$ cat config.mk
export PLATFORM = sky130hd
export DESIGN_NAME = config_clock_source_select
export DESIGN_NICKNAME = d
export VERILOG_FILES = /design/src/verilog/cfg_clk_pkg.sv /design/src/verilog/ref_mon_if.sv /design/src/verilog/ref_clk_monitor.sv /design/src/verilog/config_clock_source_select.sv
export VERILOG_INCLUDE_DIRS = /design/src /design/src/verilog
export SDC_FILE = /design/constraint.sdc
export NUM_CORES = 1
export LEC_CHECK = 0
export BUFFER_PORTS_ARGS = -buffer_cell sky130_fd_sc_hd__buf_2
export CAP_MARGIN = 20
export CORE_AREA = 2 2 92 103
export CTS_BUF_LIST = sky130_fd_sc_hd__clkbuf_16
export CTS_CLUSTER_SIZE = 24
export DETAILED_ROUTE_END_ITERATION = 10
export DIE_AREA = 0 0 94 105
export GPL_ROUTABILITY_DRIVEN = 0
export PLACE_DENSITY = 0.55
export SYNTH_ARGS = -nofsm -noshare
export SYNTH_HDL_FRONTEND = slang
export SYNTH_HIERARCHICAL = 1
export SYNTH_SLANG_ARGS = --single-unit
$ cat constraint.sdc
create_clock -name clk -period 2.1 [get_ports clk]
set_input_delay 0.21 -clock clk [delete_from_list [all_inputs] [get_ports clk]]
set_output_delay 0.21 -clock clk [all_outputs]
set_load 0.01 [all_outputs]
$ cat src/verilog/cfg_clk_consts.svh
// constants of the configuration clock source selector
`ifndef CFG_CLK_CONSTS_SVH
`define CFG_CLK_CONSTS_SVH
`define CLK_MHZ 40
`define INT_OSC_MIN_MHZ 170
`define INT_OSC_MAX_MHZ 230
`define CFG_CLK_MHZ 250
`define REF_25_MHZ 25
`define REF_100_MHZ 100
`define REF_125_MHZ 125
`define FREQ_SEL_25 2'h0
`define FREQ_SEL_100 2'h1
`define FREQ_SEL_125 2'h2
`define MULT_W 8
`define FIRST_SECTION_KB 200
`define FIRST_SECTION_BYTES (`FIRST_SECTION_KB * 1024)
`define BYTE_CNT_W 18
`define LOCK_TIMEOUT_US 100
`define LOCK_TIMEOUT_CYC (`LOCK_TIMEOUT_US * `CLK_MHZ)
`define TIMEOUT_W 13
`define GATE_GAP_CYC 4'h4
`define GAP_W 4
`define MON_WINDOW_CYC 6'h3f
`define MON_WIN_W 6
`define MON_MIN_EDGES 6'h08
`define MON_STABLE_WINDOWS 3'h4
`define MON_STB_W 3
`endif

$ cat src/verilog/cfg_clk_pkg.sv
// types of the configuration clock source selector
`default_nettype none
package cfg_clk_pkg;
    typedef enum logic [2:0] {SIdle, SIntLoad, SWaitLock, SGateGap, SExtLoad, SFail} cfgState_type;
endpackage
`default_nettype wire

$ cat src/verilog/ref_mon_if.sv
// link between selector and external reference monitor
`default_nettype none
interface ref_mon_if;
    logic enable;
    logic locked;
    modport ctrl (output enable, input locked);
    modport mon (input enable, output locked);
endinterface
`default_nettype wire

$ cat src/verilog/ref_clk_monitor.sv
// activity and stability monitor for the external reference
`include "cfg_clk_consts.svh"
`default_nettype none
module ref_clk_monitor
(
    input wire logic clk,
    input wire logic rst_n,
    input wire logic extRefClockIn,
    ref_mon_if.mon mon
);
    logic sync1_r;
    logic sync2_r;
    logic prev_r;
    logic [`MON_WIN_W-1:0] winCnt_r;
    logic [`MON_WIN_W-1:0] edgeCnt_r;
    logic [`MON_STB_W-1:0] goodCnt_r;
    logic locked_r;
    wire edgeSeen = sync2_r != prev_r;
    wire winEnd = winCnt_r == `MON_WINDOW_CYC;
    wire winGood = edgeCnt_r >= `MON_MIN_EDGES;
    wire stableNow = goodCnt_r == `MON_STABLE_WINDOWS;
    // ********************************************
    // pin synchroniser and window counting
    // ********************************************
    always_ff @(posedge clk or negedge rst_n)
    begin
        if (!rst_n)
        begin
            sync1_r <= 1'b0;
            sync2_r <= 1'b0;
            prev_r <= 1'b0;
        end
        else
        begin
            sync1_r <= extRefClockIn;
            sync2_r <= sync1_r;
            prev_r <= sync2_r;
        end
    end
    // lock drops on any quiet window: a stopped reference must never look stable
    always_ff @(posedge clk or negedge rst_n)
    begin
        if (!rst_n)
        begin
            winCnt_r <= '0;
            edgeCnt_r <= '0;
            goodCnt_r <= '0;
            locked_r <= 1'b0;
        end
        else if (!mon.enable)
        begin
            winCnt_r <= '0;
            edgeCnt_r <= '0;
            goodCnt_r <= '0;
            locked_r <= 1'b0;
        end
        else if (winEnd)
        begin
            winCnt_r <= '0;
            edgeCnt_r <= '0;
            goodCnt_r <= !winGood ? '0 : stableNow ? goodCnt_r : goodCnt_r + 1'b1;
            locked_r <= winGood && stableNow;
        end
        else
        begin
            winCnt_r <= winCnt_r + 1'b1;
            edgeCnt_r <= (edgeSeen && edgeCnt_r != '1) ? edgeCnt_r + 1'b1 : edgeCnt_r;
        end
    end
    assign mon.locked = locked_r;
endmodule
`default_nettype wire

$ cat src/verilog/config_clock_source_select.sv
// configuration clock source selection and handover controller
// Functional notes
// - internal oscillator unless external reference selected
// - external source loads bulk at 250 MHz
// - internal oscillator runs 170-230 MHz, imprecise
// - first ~200 KB on internal oscillator, except in warm reconfiguration
// - multiply reference by matching factor to 250
// - warm reconfiguration uses external reference only
// - missing or wrong reference may fail configuration
`include "cfg_clk_consts.svh"
`default_nettype none
module config_clock_source_select
    import cfg_clk_pkg::*;
#(
    parameter logic [`BYTE_CNT_W-1:0] SECTION_BYTES = `BYTE_CNT_W'(`FIRST_SECTION_BYTES),
    parameter logic [`TIMEOUT_W-1:0] LOCK_TIMEOUT = `TIMEOUT_W'(`LOCK_TIMEOUT_CYC)
)
(
    input wire logic clk,
    input wire logic rst_n,
    input wire logic extRefSelect,
    input wire logic [1:0] extRefFreqSel,
    input wire logic ext_ref_clock_in,
    input wire logic configStart,
    input wire logic configByteValid,
    input wire logic configDone,
    output logic intOscEnable,
    output logic intClkGate,
    output logic extClkGate,
    output logic pllEnable,
    output logic [`MULT_W-1:0] pllMultX2,
    output logic [7:0] cfgClkNominalMhz,
    output logic configFail
);
    cfgState_type state_r, state_nxt;
    logic [`BYTE_CNT_W-1:0] byteCnt_r;
    logic [`TIMEOUT_W-1:0] waitCnt_r;
    logic [`GAP_W-1:0] gapCnt_r;
    logic warmBoot_r;
    logic intOscEnable_r, intClkGate_r, extClkGate_r, pllEnable_r, configFail_r;
    logic [`MULT_W-1:0] pllMultX2_r;
    logic [7:0] cfgClkMhz_r;
    ref_mon_if refMon();
    // ********************************************
    // reference monitor
    // ********************************************
    ref_clk_monitor monitor (
        .clk(clk),
        .rst_n(rst_n),
        .extRefClockIn(ext_ref_clock_in),
        .mon(refMon)
    );
    // monitor only runs while the pll is wanted, so a floating pin is ignored
    assign refMon.enable = pllEnable_r;
    // ********************************************
    // decoding
    // ********************************************
    // factor kept in half units because 100 MHz needs 2.5
    wire freqOk = extRefFreqSel == `FREQ_SEL_25 || extRefFreqSel == `FREQ_SEL_100
        || extRefFreqSel == `FREQ_SEL_125;
    wire [`MULT_W-1:0] multX2 =
        extRefFreqSel == `FREQ_SEL_25 ? `MULT_W'(2 * `CFG_CLK_MHZ / `REF_25_MHZ) :
        extRefFreqSel == `FREQ_SEL_100 ? `MULT_W'(2 * `CFG_CLK_MHZ / `REF_100_MHZ) :
        extRefFreqSel == `FREQ_SEL_125 ? `MULT_W'(2 * `CFG_CLK_MHZ / `REF_125_MHZ) : '0;
    wire sectionDone = byteCnt_r >= SECTION_BYTES;
    wire lockTimeout = waitCnt_r >= LOCK_TIMEOUT;
    wire gapDone = gapCnt_r == `GATE_GAP_CYC;
    wire useExtNow = state_nxt == SExtLoad;
    wire useIntNow = state_nxt == SIntLoad;
    wire pllWanted = state_nxt == SWaitLock || state_nxt == SGateGap || state_nxt == SExtLoad;
    // internal oscillator only reports its midpoint; its true rate is not trimmed
    wire [7:0] nominalMhz = useExtNow ? 8'(`CFG_CLK_MHZ) :
        useIntNow ? 8'((`INT_OSC_MIN_MHZ + `INT_OSC_MAX_MHZ) / 2) : 8'h00;
    // ********************************************
    // sequencing
    // ********************************************
    always_comb
    begin
        state_nxt = state_r;
        case (state_r)
            SIdle:
                if (configStart)
                begin
                    if (!extRefSelect)
                        state_nxt = SIntLoad;
                    else if (warmBoot_r)
                        state_nxt = SWaitLock;
                    else
                        state_nxt = SIntLoad;
                end
            SIntLoad:
                if (configDone)
                    state_nxt = SIdle;
                else if (extRefSelect && sectionDone)
                    state_nxt = SWaitLock;
            SWaitLock:
                if (!freqOk || lockTimeout)
                    state_nxt = SFail;
                else if (refMon.locked)
                    state_nxt = SGateGap;
            SGateGap:
                if (!refMon.locked)
                    state_nxt = SFail;
                else if (gapDone)
                    state_nxt = SExtLoad;
            SExtLoad:
                if (configDone)
                    state_nxt = SIdle;
                else if (!refMon.locked)
                    state_nxt = SFail;
            SFail:
                state_nxt = SFail;  // no recovery short of reset
            default:
                state_nxt = SIdle;
        endcase
    end
    always_ff @(posedge clk or negedge rst_n)
    begin
        if (!rst_n)
        begin
            state_r <= SIdle;
            byteCnt_r <= '0;
            waitCnt_r <= '0;
            gapCnt_r <= '0;
            warmBoot_r <= 1'b0;
        end
        else
        begin
            state_r <= state_nxt;
            byteCnt_r <= state_r == SIdle ? '0 :
                (configByteValid && !sectionDone) ? byteCnt_r + 1'b1 : byteCnt_r;
            waitCnt_r <= state_r == SWaitLock ? waitCnt_r + 1'b1 : '0;
            gapCnt_r <= state_r == SGateGap ? gapCnt_r + 1'b1 : '0;
            // only an external-reference boot makes later reconfiguration external-only
            if (configDone && extRefSelect && state_r == SExtLoad)
                warmBoot_r <= 1'b1;
        end
    end
    // ********************************************
    // registered outputs
    // ********************************************
    // gates come from the next state, so the external gate can never rise before the gap has passed
    always_ff @(posedge clk or negedge rst_n)
    begin
        if (!rst_n)
        begin
            intOscEnable_r <= 1'b1;
            intClkGate_r <= 1'b0;
            extClkGate_r <= 1'b0;
            pllEnable_r <= 1'b0;
            pllMultX2_r <= '0;
            cfgClkMhz_r <= 8'h00;
            configFail_r <= 1'b0;
        end
        else
        begin
            intOscEnable_r <= !(warmBoot_r && extRefSelect);
            intClkGate_r <= useIntNow;
            extClkGate_r <= useExtNow;
            pllEnable_r <= pllWanted;
            pllMultX2_r <= pllWanted ? multX2 : '0;
            cfgClkMhz_r <= nominalMhz;
            configFail_r <= state_nxt == SFail;
        end
    end
    assign intOscEnable = intOscEnable_r;
    assign intClkGate = intClkGate_r;
    assign extClkGate = extClkGate_r;
    assign pllEnable = pllEnable_r;
    assign pllMultX2 = pllMultX2_r;
    assign cfgClkNominalMhz = cfgClkMhz_r;
    assign configFail = configFail_r;
endmodule
`default_nettype wire

* Word level (Yosys, flattened, before mapping)
Cells that the tools add are included.
Storage, ports and cells: register bits 76, input bits 9, output and inout port bits 21, word-level logic and storage cells 100
Operators by class: add/subtract/negate cells 6, order comparisons 3, equality and inequality tests 20, multiplexer cells 33, reduce and logical (&&, ||, !) cells 19
Operators by type and width (count):
- 3-bit 2-to-1 mux | 15
- 18-bit 2-to-1 mux | 2
- 6-bit 2-to-1 mux | 5
- 18-bit by 1-bit adder with 18-bit output, second input constant | 1
- 18-bit greater-or-equal comparator, second input constant | 1
- 3-bit one-hot mux with 6 select lines | 1
- 8-bit 2-to-1 mux | 2
- 3-bit equality test, second input constant | 5
- 13-bit by 1-bit adder with 13-bit output, second input constant | 1
- 13-bit by 12-bit greater-or-equal comparator with 1-bit output, second input constant | 1
- 13-bit 2-to-1 mux | 1
- 6-bit by 1-bit adder with 6-bit output, second input constant | 2
- 3-bit by 2-bit equality test with 1-bit output, second input constant | 4
- 5-bit 2-to-1 mux | 2
- 1-bit logical AND | 7
- 3-bit by 1-bit equality test with 1-bit output, second input constant | 2
- 6-bit equality test, second input constant | 1
- 6-bit by 4-bit greater-or-equal comparator with 1-bit output, second input constant | 1
- 6-bit inequality test, second input constant | 1
- 1-bit logical OR | 5
- 4-bit by 1-bit adder with 4-bit output, second input constant | 1
- 4-bit by 3-bit equality test with 1-bit output, second input constant | 1
- 2-bit 2-to-1 mux | 2
- 4-bit 2-to-1 mux | 1
- 13 further kinds | 16

* Longest topological paths before layout
word-level depth 11, depth in mapped cells 6, depth with buffers taken out 6

* Cells and area by module
Netlist, hierarchy kept.
Modules (own cells, without submodules):
- config_clock_source_select | times used 1, cells each 258, area each 2509.9 um^2, sequential area each 1202.4 um^2
- ref_clk_monitor | times used 1, cells each 82, area each 912.1 um^2, sequential area each 475.5 um^2

* Worst setup path after synthesis
OpenSTA, ideal clock, no wires.
path kind reg2reg, start register byteCnt_r[14], end register byteCnt_r[13], library setup time 78 ps, arrival 1486 ps, data required time 2022 ps, path slack 536 ps, cell stages (with the launch flop) 6, buffers on the path 1, period minus slack after synthesis 1564 ps, cells stage by stage dfrtp_1 -> o311ai_2 -> buf_6 -> nand3_4 -> or4_1 -> a21oi_1
On the way: word-level cells in the longest chain between the ends 4
Ends and longest elaborated chain:
- start: declaration | line config_clock_source_select.sv:36 | logic [`BYTE_CNT_W-1:0] byteCnt_r;
- start signal: assignment | line config_clock_source_select.sv:130 | byteCnt_r <= state_r == SIdle ? '0 :
- 18-bit greater-or-equal comparator | line config_clock_source_select.sv:65 | wire sectionDone = byteCnt_r >= SECTION_BYTES;
- 1-bit logical NOT | line config_clock_source_select.sv:131 | (configByteValid && !sectionDone) ? byteCnt_r + 1'b1 : byteCnt_r;
- 1-bit logical AND | line config_clock_source_select.sv:131
- 2-bit nonzero test (no source line)
Every way passes these cells. A chain may end at the register's enable or synchronous reset.

* Final worst setup path
start register byteCnt_r[14], end register byteCnt_r[12]
The elaborated chain is that of the path after synthesis.

==> reports/metrics.csv <==
metric,value,unit
status,finished clean,
"flops & latches, synth",67,
vias per cell,5.14,
Hold EP,intOscEnable$_DFF_PN1_,
Clk pwr share,0.482,
"most common cell after layout, fill and taps aside",dfrtp_1,
Critical Path Fanout Max,11,
H-tree depth,3,
register area,1680,µm²
drt first-iter violations,65,
crit path capture type,flip-flop,
Sw Pwr,0.757,mW
"Slew Viols, Final",0,
yosys warns,6,
Max VDD drop,0.391,mV
TritonCTS clock tree,done,
CTS root buffer,clkbuf_16,
Crit Path Class,reg -> reg,
clk_skew,0.00612,ns
CP arrival,2.10,ns
share of cells above drive strength 1,0.157,
switching power share of the total,0.234,
Yosys cell types,52,
Clock Pin Slew Worst Setup and Hold Paths,0.05,ns
cells along the critical path,o311ai_2 -> nand3_1 -> or4_1 -> a21oi_1,
Detailed Route WL,6130,µm
largest net degree at the start of global routing,68,
HP Start,extRefSelect,
final hold vios,0,
combinational share of power,0.076,
Post-synth EDFFs,0,
Hold Crit Class,in -> reg,
GRT overflow,0,
DR pass1 iterations,4,
r2r startpoint,byteCnt_r[14]$_DFFE_PN0P_,
Initial Util,0.390,
DIE AREA,9870,µm²
PnR Total Power,3.24,mW
Inserted Diodes,0,
Mean Syn Cell Area,10.1,µm²
pwr dens,827,nW/µm²
first-pass GRT wire length,11300,µm
crit path launch type,flip-flop,
Max-Cap Viols,0,
Critical Path RT,2.35,ns
fin nets,384,
CTS Sinks,67,
sequential share of power,0.442,
Clock Path Buffers,2,
internal power,2.48,mW
core box area,8780,µm²
reg2reg path depth,4,
Rows,36,
register area share after synthesis,0.490,
Reg2Reg Setup Slack,0.25,ns
"slowest stage delay, CP",0.59,ns
setup TNS,0,ns
FF-to-FF End,byteCnt_r[12]$_DFFE_PN0P_,
post-CTS setup buffers,0,
Mapped Area,3420,µm²
post-route antenna net violation count,0,
Layout Area Growth over Synthesis,14.4,%
CP bufs+invs,0,
Post-CTS Hold Buffers,2,
Top-Level Pins,30,
top_reg_cell synth,dfrtp_1,
fmax,0.540,GHz
fin crit share,0.882,
LEAKAGE,1.72,nW
FILL cells,833,
initial antenna violation count,0,
hold path depth,2,
Vias,2483,
gr usage total,0.143,
RSZ-0062 raised after global routing,no,
shortest period the worst path allows,1.85,ns
Final setup viols,0,
Die Ht,105,µm
DRC errors left,0,
clock latency on the worst-skew pair,0.33,ns
DR WL/cell,12.7,µm
cts bufs inserted,9,
post-DP HPWL,4170,µm
Port Buffers,22,
die span in x,94,µm
"commonest cells after routing, fill and taps aside","dfrtp_1 (66), nor2_1 (31), nand2_1 (24)",
vias in the first global route,2509,
Critical Path Slowest Stage Cell,or4_1,
Crit path max-delay family,simple AND/OR/NAND/NOR gates,
footprint of the multi-input gates,1520,µm²
post_cts resized,0,
instance count of the mapped netlist,340,
asr flop ratio synth,1.00,
-- flip-flops by register name, indices dropped and copies added (netlist names), 2 cells and up --
register,flops
monitor/goodCnt_r,3
monitor/edgeCnt_r,6
monitor/winCnt_r,6
byteCnt_r,18
state_r,3
gapCnt_r,4
waitCnt_r,13
cfgClkNominalMhz,2
pllMultX2,3
-- cell usage after synthesis, types with 4 or more instances --
| master | n | area share |
|---|---|---|
| dfrtp_1 | 66 | 0.48 |
| nor2_1 | 31 | 0.034 |
| nand2_1 | 24 | 0.026 |
| inv_1 | 21 | 0.023 |
| a21oi_1 | 17 | 0.025 |
| nand3_1 | 16 | 0.023 |
| o21ai_0 | 16 | 0.023 |
| buf_4 | 14 | 0.031 |
| xnor2_1 | 13 | 0.033 |
| ha_1 | 11 | 0.040 |
| nand4_1 | 10 | 0.018 |
| xor2_1 | 9 | 0.023 |
| or3_1 | 8 | 0.015 |
| a31oi_1 | 6 | 0.011 |
| and4_1 | 6 | 0.015 |
| nor3_1 | 6 | 0.0088 |
| or4_1 | 5 | 0.011 |
| and2_1 | 4 | 0.0073 |
| o21bai_1 | 4 | 0.0088 |
-- per-stage QoR --
step           setup WS (ns)  hold slack, ns  instances  instance area [µm²]   util
5_1_grt               0.0555           0.131        483                 3910  0.446
3_5_place_dp           0.255           0.260        465                 3580  0.408
2_1_floorplan          0.536         -0.0856        346                 3440      -
6_report               0.248           0.101        483                 3910  0.446
4_1_cts                0.240          0.0989        483                 3910  0.446
3_3_place_gp           0.306           0.266        465                 3580  0.408
-- layout make-up --
cell class,count,area share
repair buffers,29,0.0460
multi-input cells,236,0.389
clock buffers,9,0.0575
well taps,114,0.0364
clock inverters,7,0.0217
flip-flops and latches,67,0.429
inverters,21,0.0201
-- per-layer routing --
layer | vias to the layer above | wire length [µm] | global-route usage
met3 | 10 | 214 | 0.0288
met5 | - | 0 | 0
met2 | 46 | 2830 | 0.230
met4 | 0 | 143 | 0.0694
li1 | 1224 | - | -
met1 | 1203 | 2940 | 0.182
-- power groups by stage --
stage                     clock network, mW  logic, mW  registers (mW)
after floorplan                           0      0.183            1.43
after global routing                   1.67      0.294            1.45
final                                  1.56      0.244            1.43
after CTS                              1.60      0.251            1.43
after global placement                    0      0.239            1.45
after detailed placement                  0      0.246            1.45
-- worst max path at each step --
stage | slack (ns) | start | end | cells after the start
after CTS | 0.24 | byteCnt_r[14]$_DFFE_PN0P_ | byteCnt_r[12]$_DFFE_PN0P_ | 4
after global placement | 0.31 | byteCnt_r[14]$_DFFE_PN0P_ | byteCnt_r[12]$_DFFE_PN0P_ | 4
after detailed placement | 0.25 | byteCnt_r[14]$_DFFE_PN0P_ | byteCnt_r[12]$_DFFE_PN0P_ | 4
after global routing | 0.06 | byteCnt_r[14]$_DFFE_PN0P_ | byteCnt_r[12]$_DFFE_PN0P_ | 4
final | 0.25 | byteCnt_r[14]$_DFFE_PN0P_ | byteCnt_r[12]$_DFFE_PN0P_ | 4
after floorplan | 0.54 | byteCnt_r[14]$_DFFE_PN0P_ | byteCnt_r[13]$_DFFE_PN0P_ | 5
-- cell families (layout without fill, tap and decap cells) --
kind of cell    Yosys count  after routing  synth area share
other cells               1              7           0.00110
compound gates           63             63             0.122
mux                       2              2           0.00585
buf+inv                  43             66            0.0709
flops                    67             67             0.490
xor+xnor                 22             22            0.0563
fa+ha+maj                11             11            0.0402
simple gates            131            131             0.214
-- worst register-to-register path: stages (launching register included) --
cell      delay (ns)
dfrtp_1         0.40
o311ai_2        0.32
nand3_1         0.32
or4_1           0.59
a21oi_1         0.15
Power figures use the tool's default switching activity.
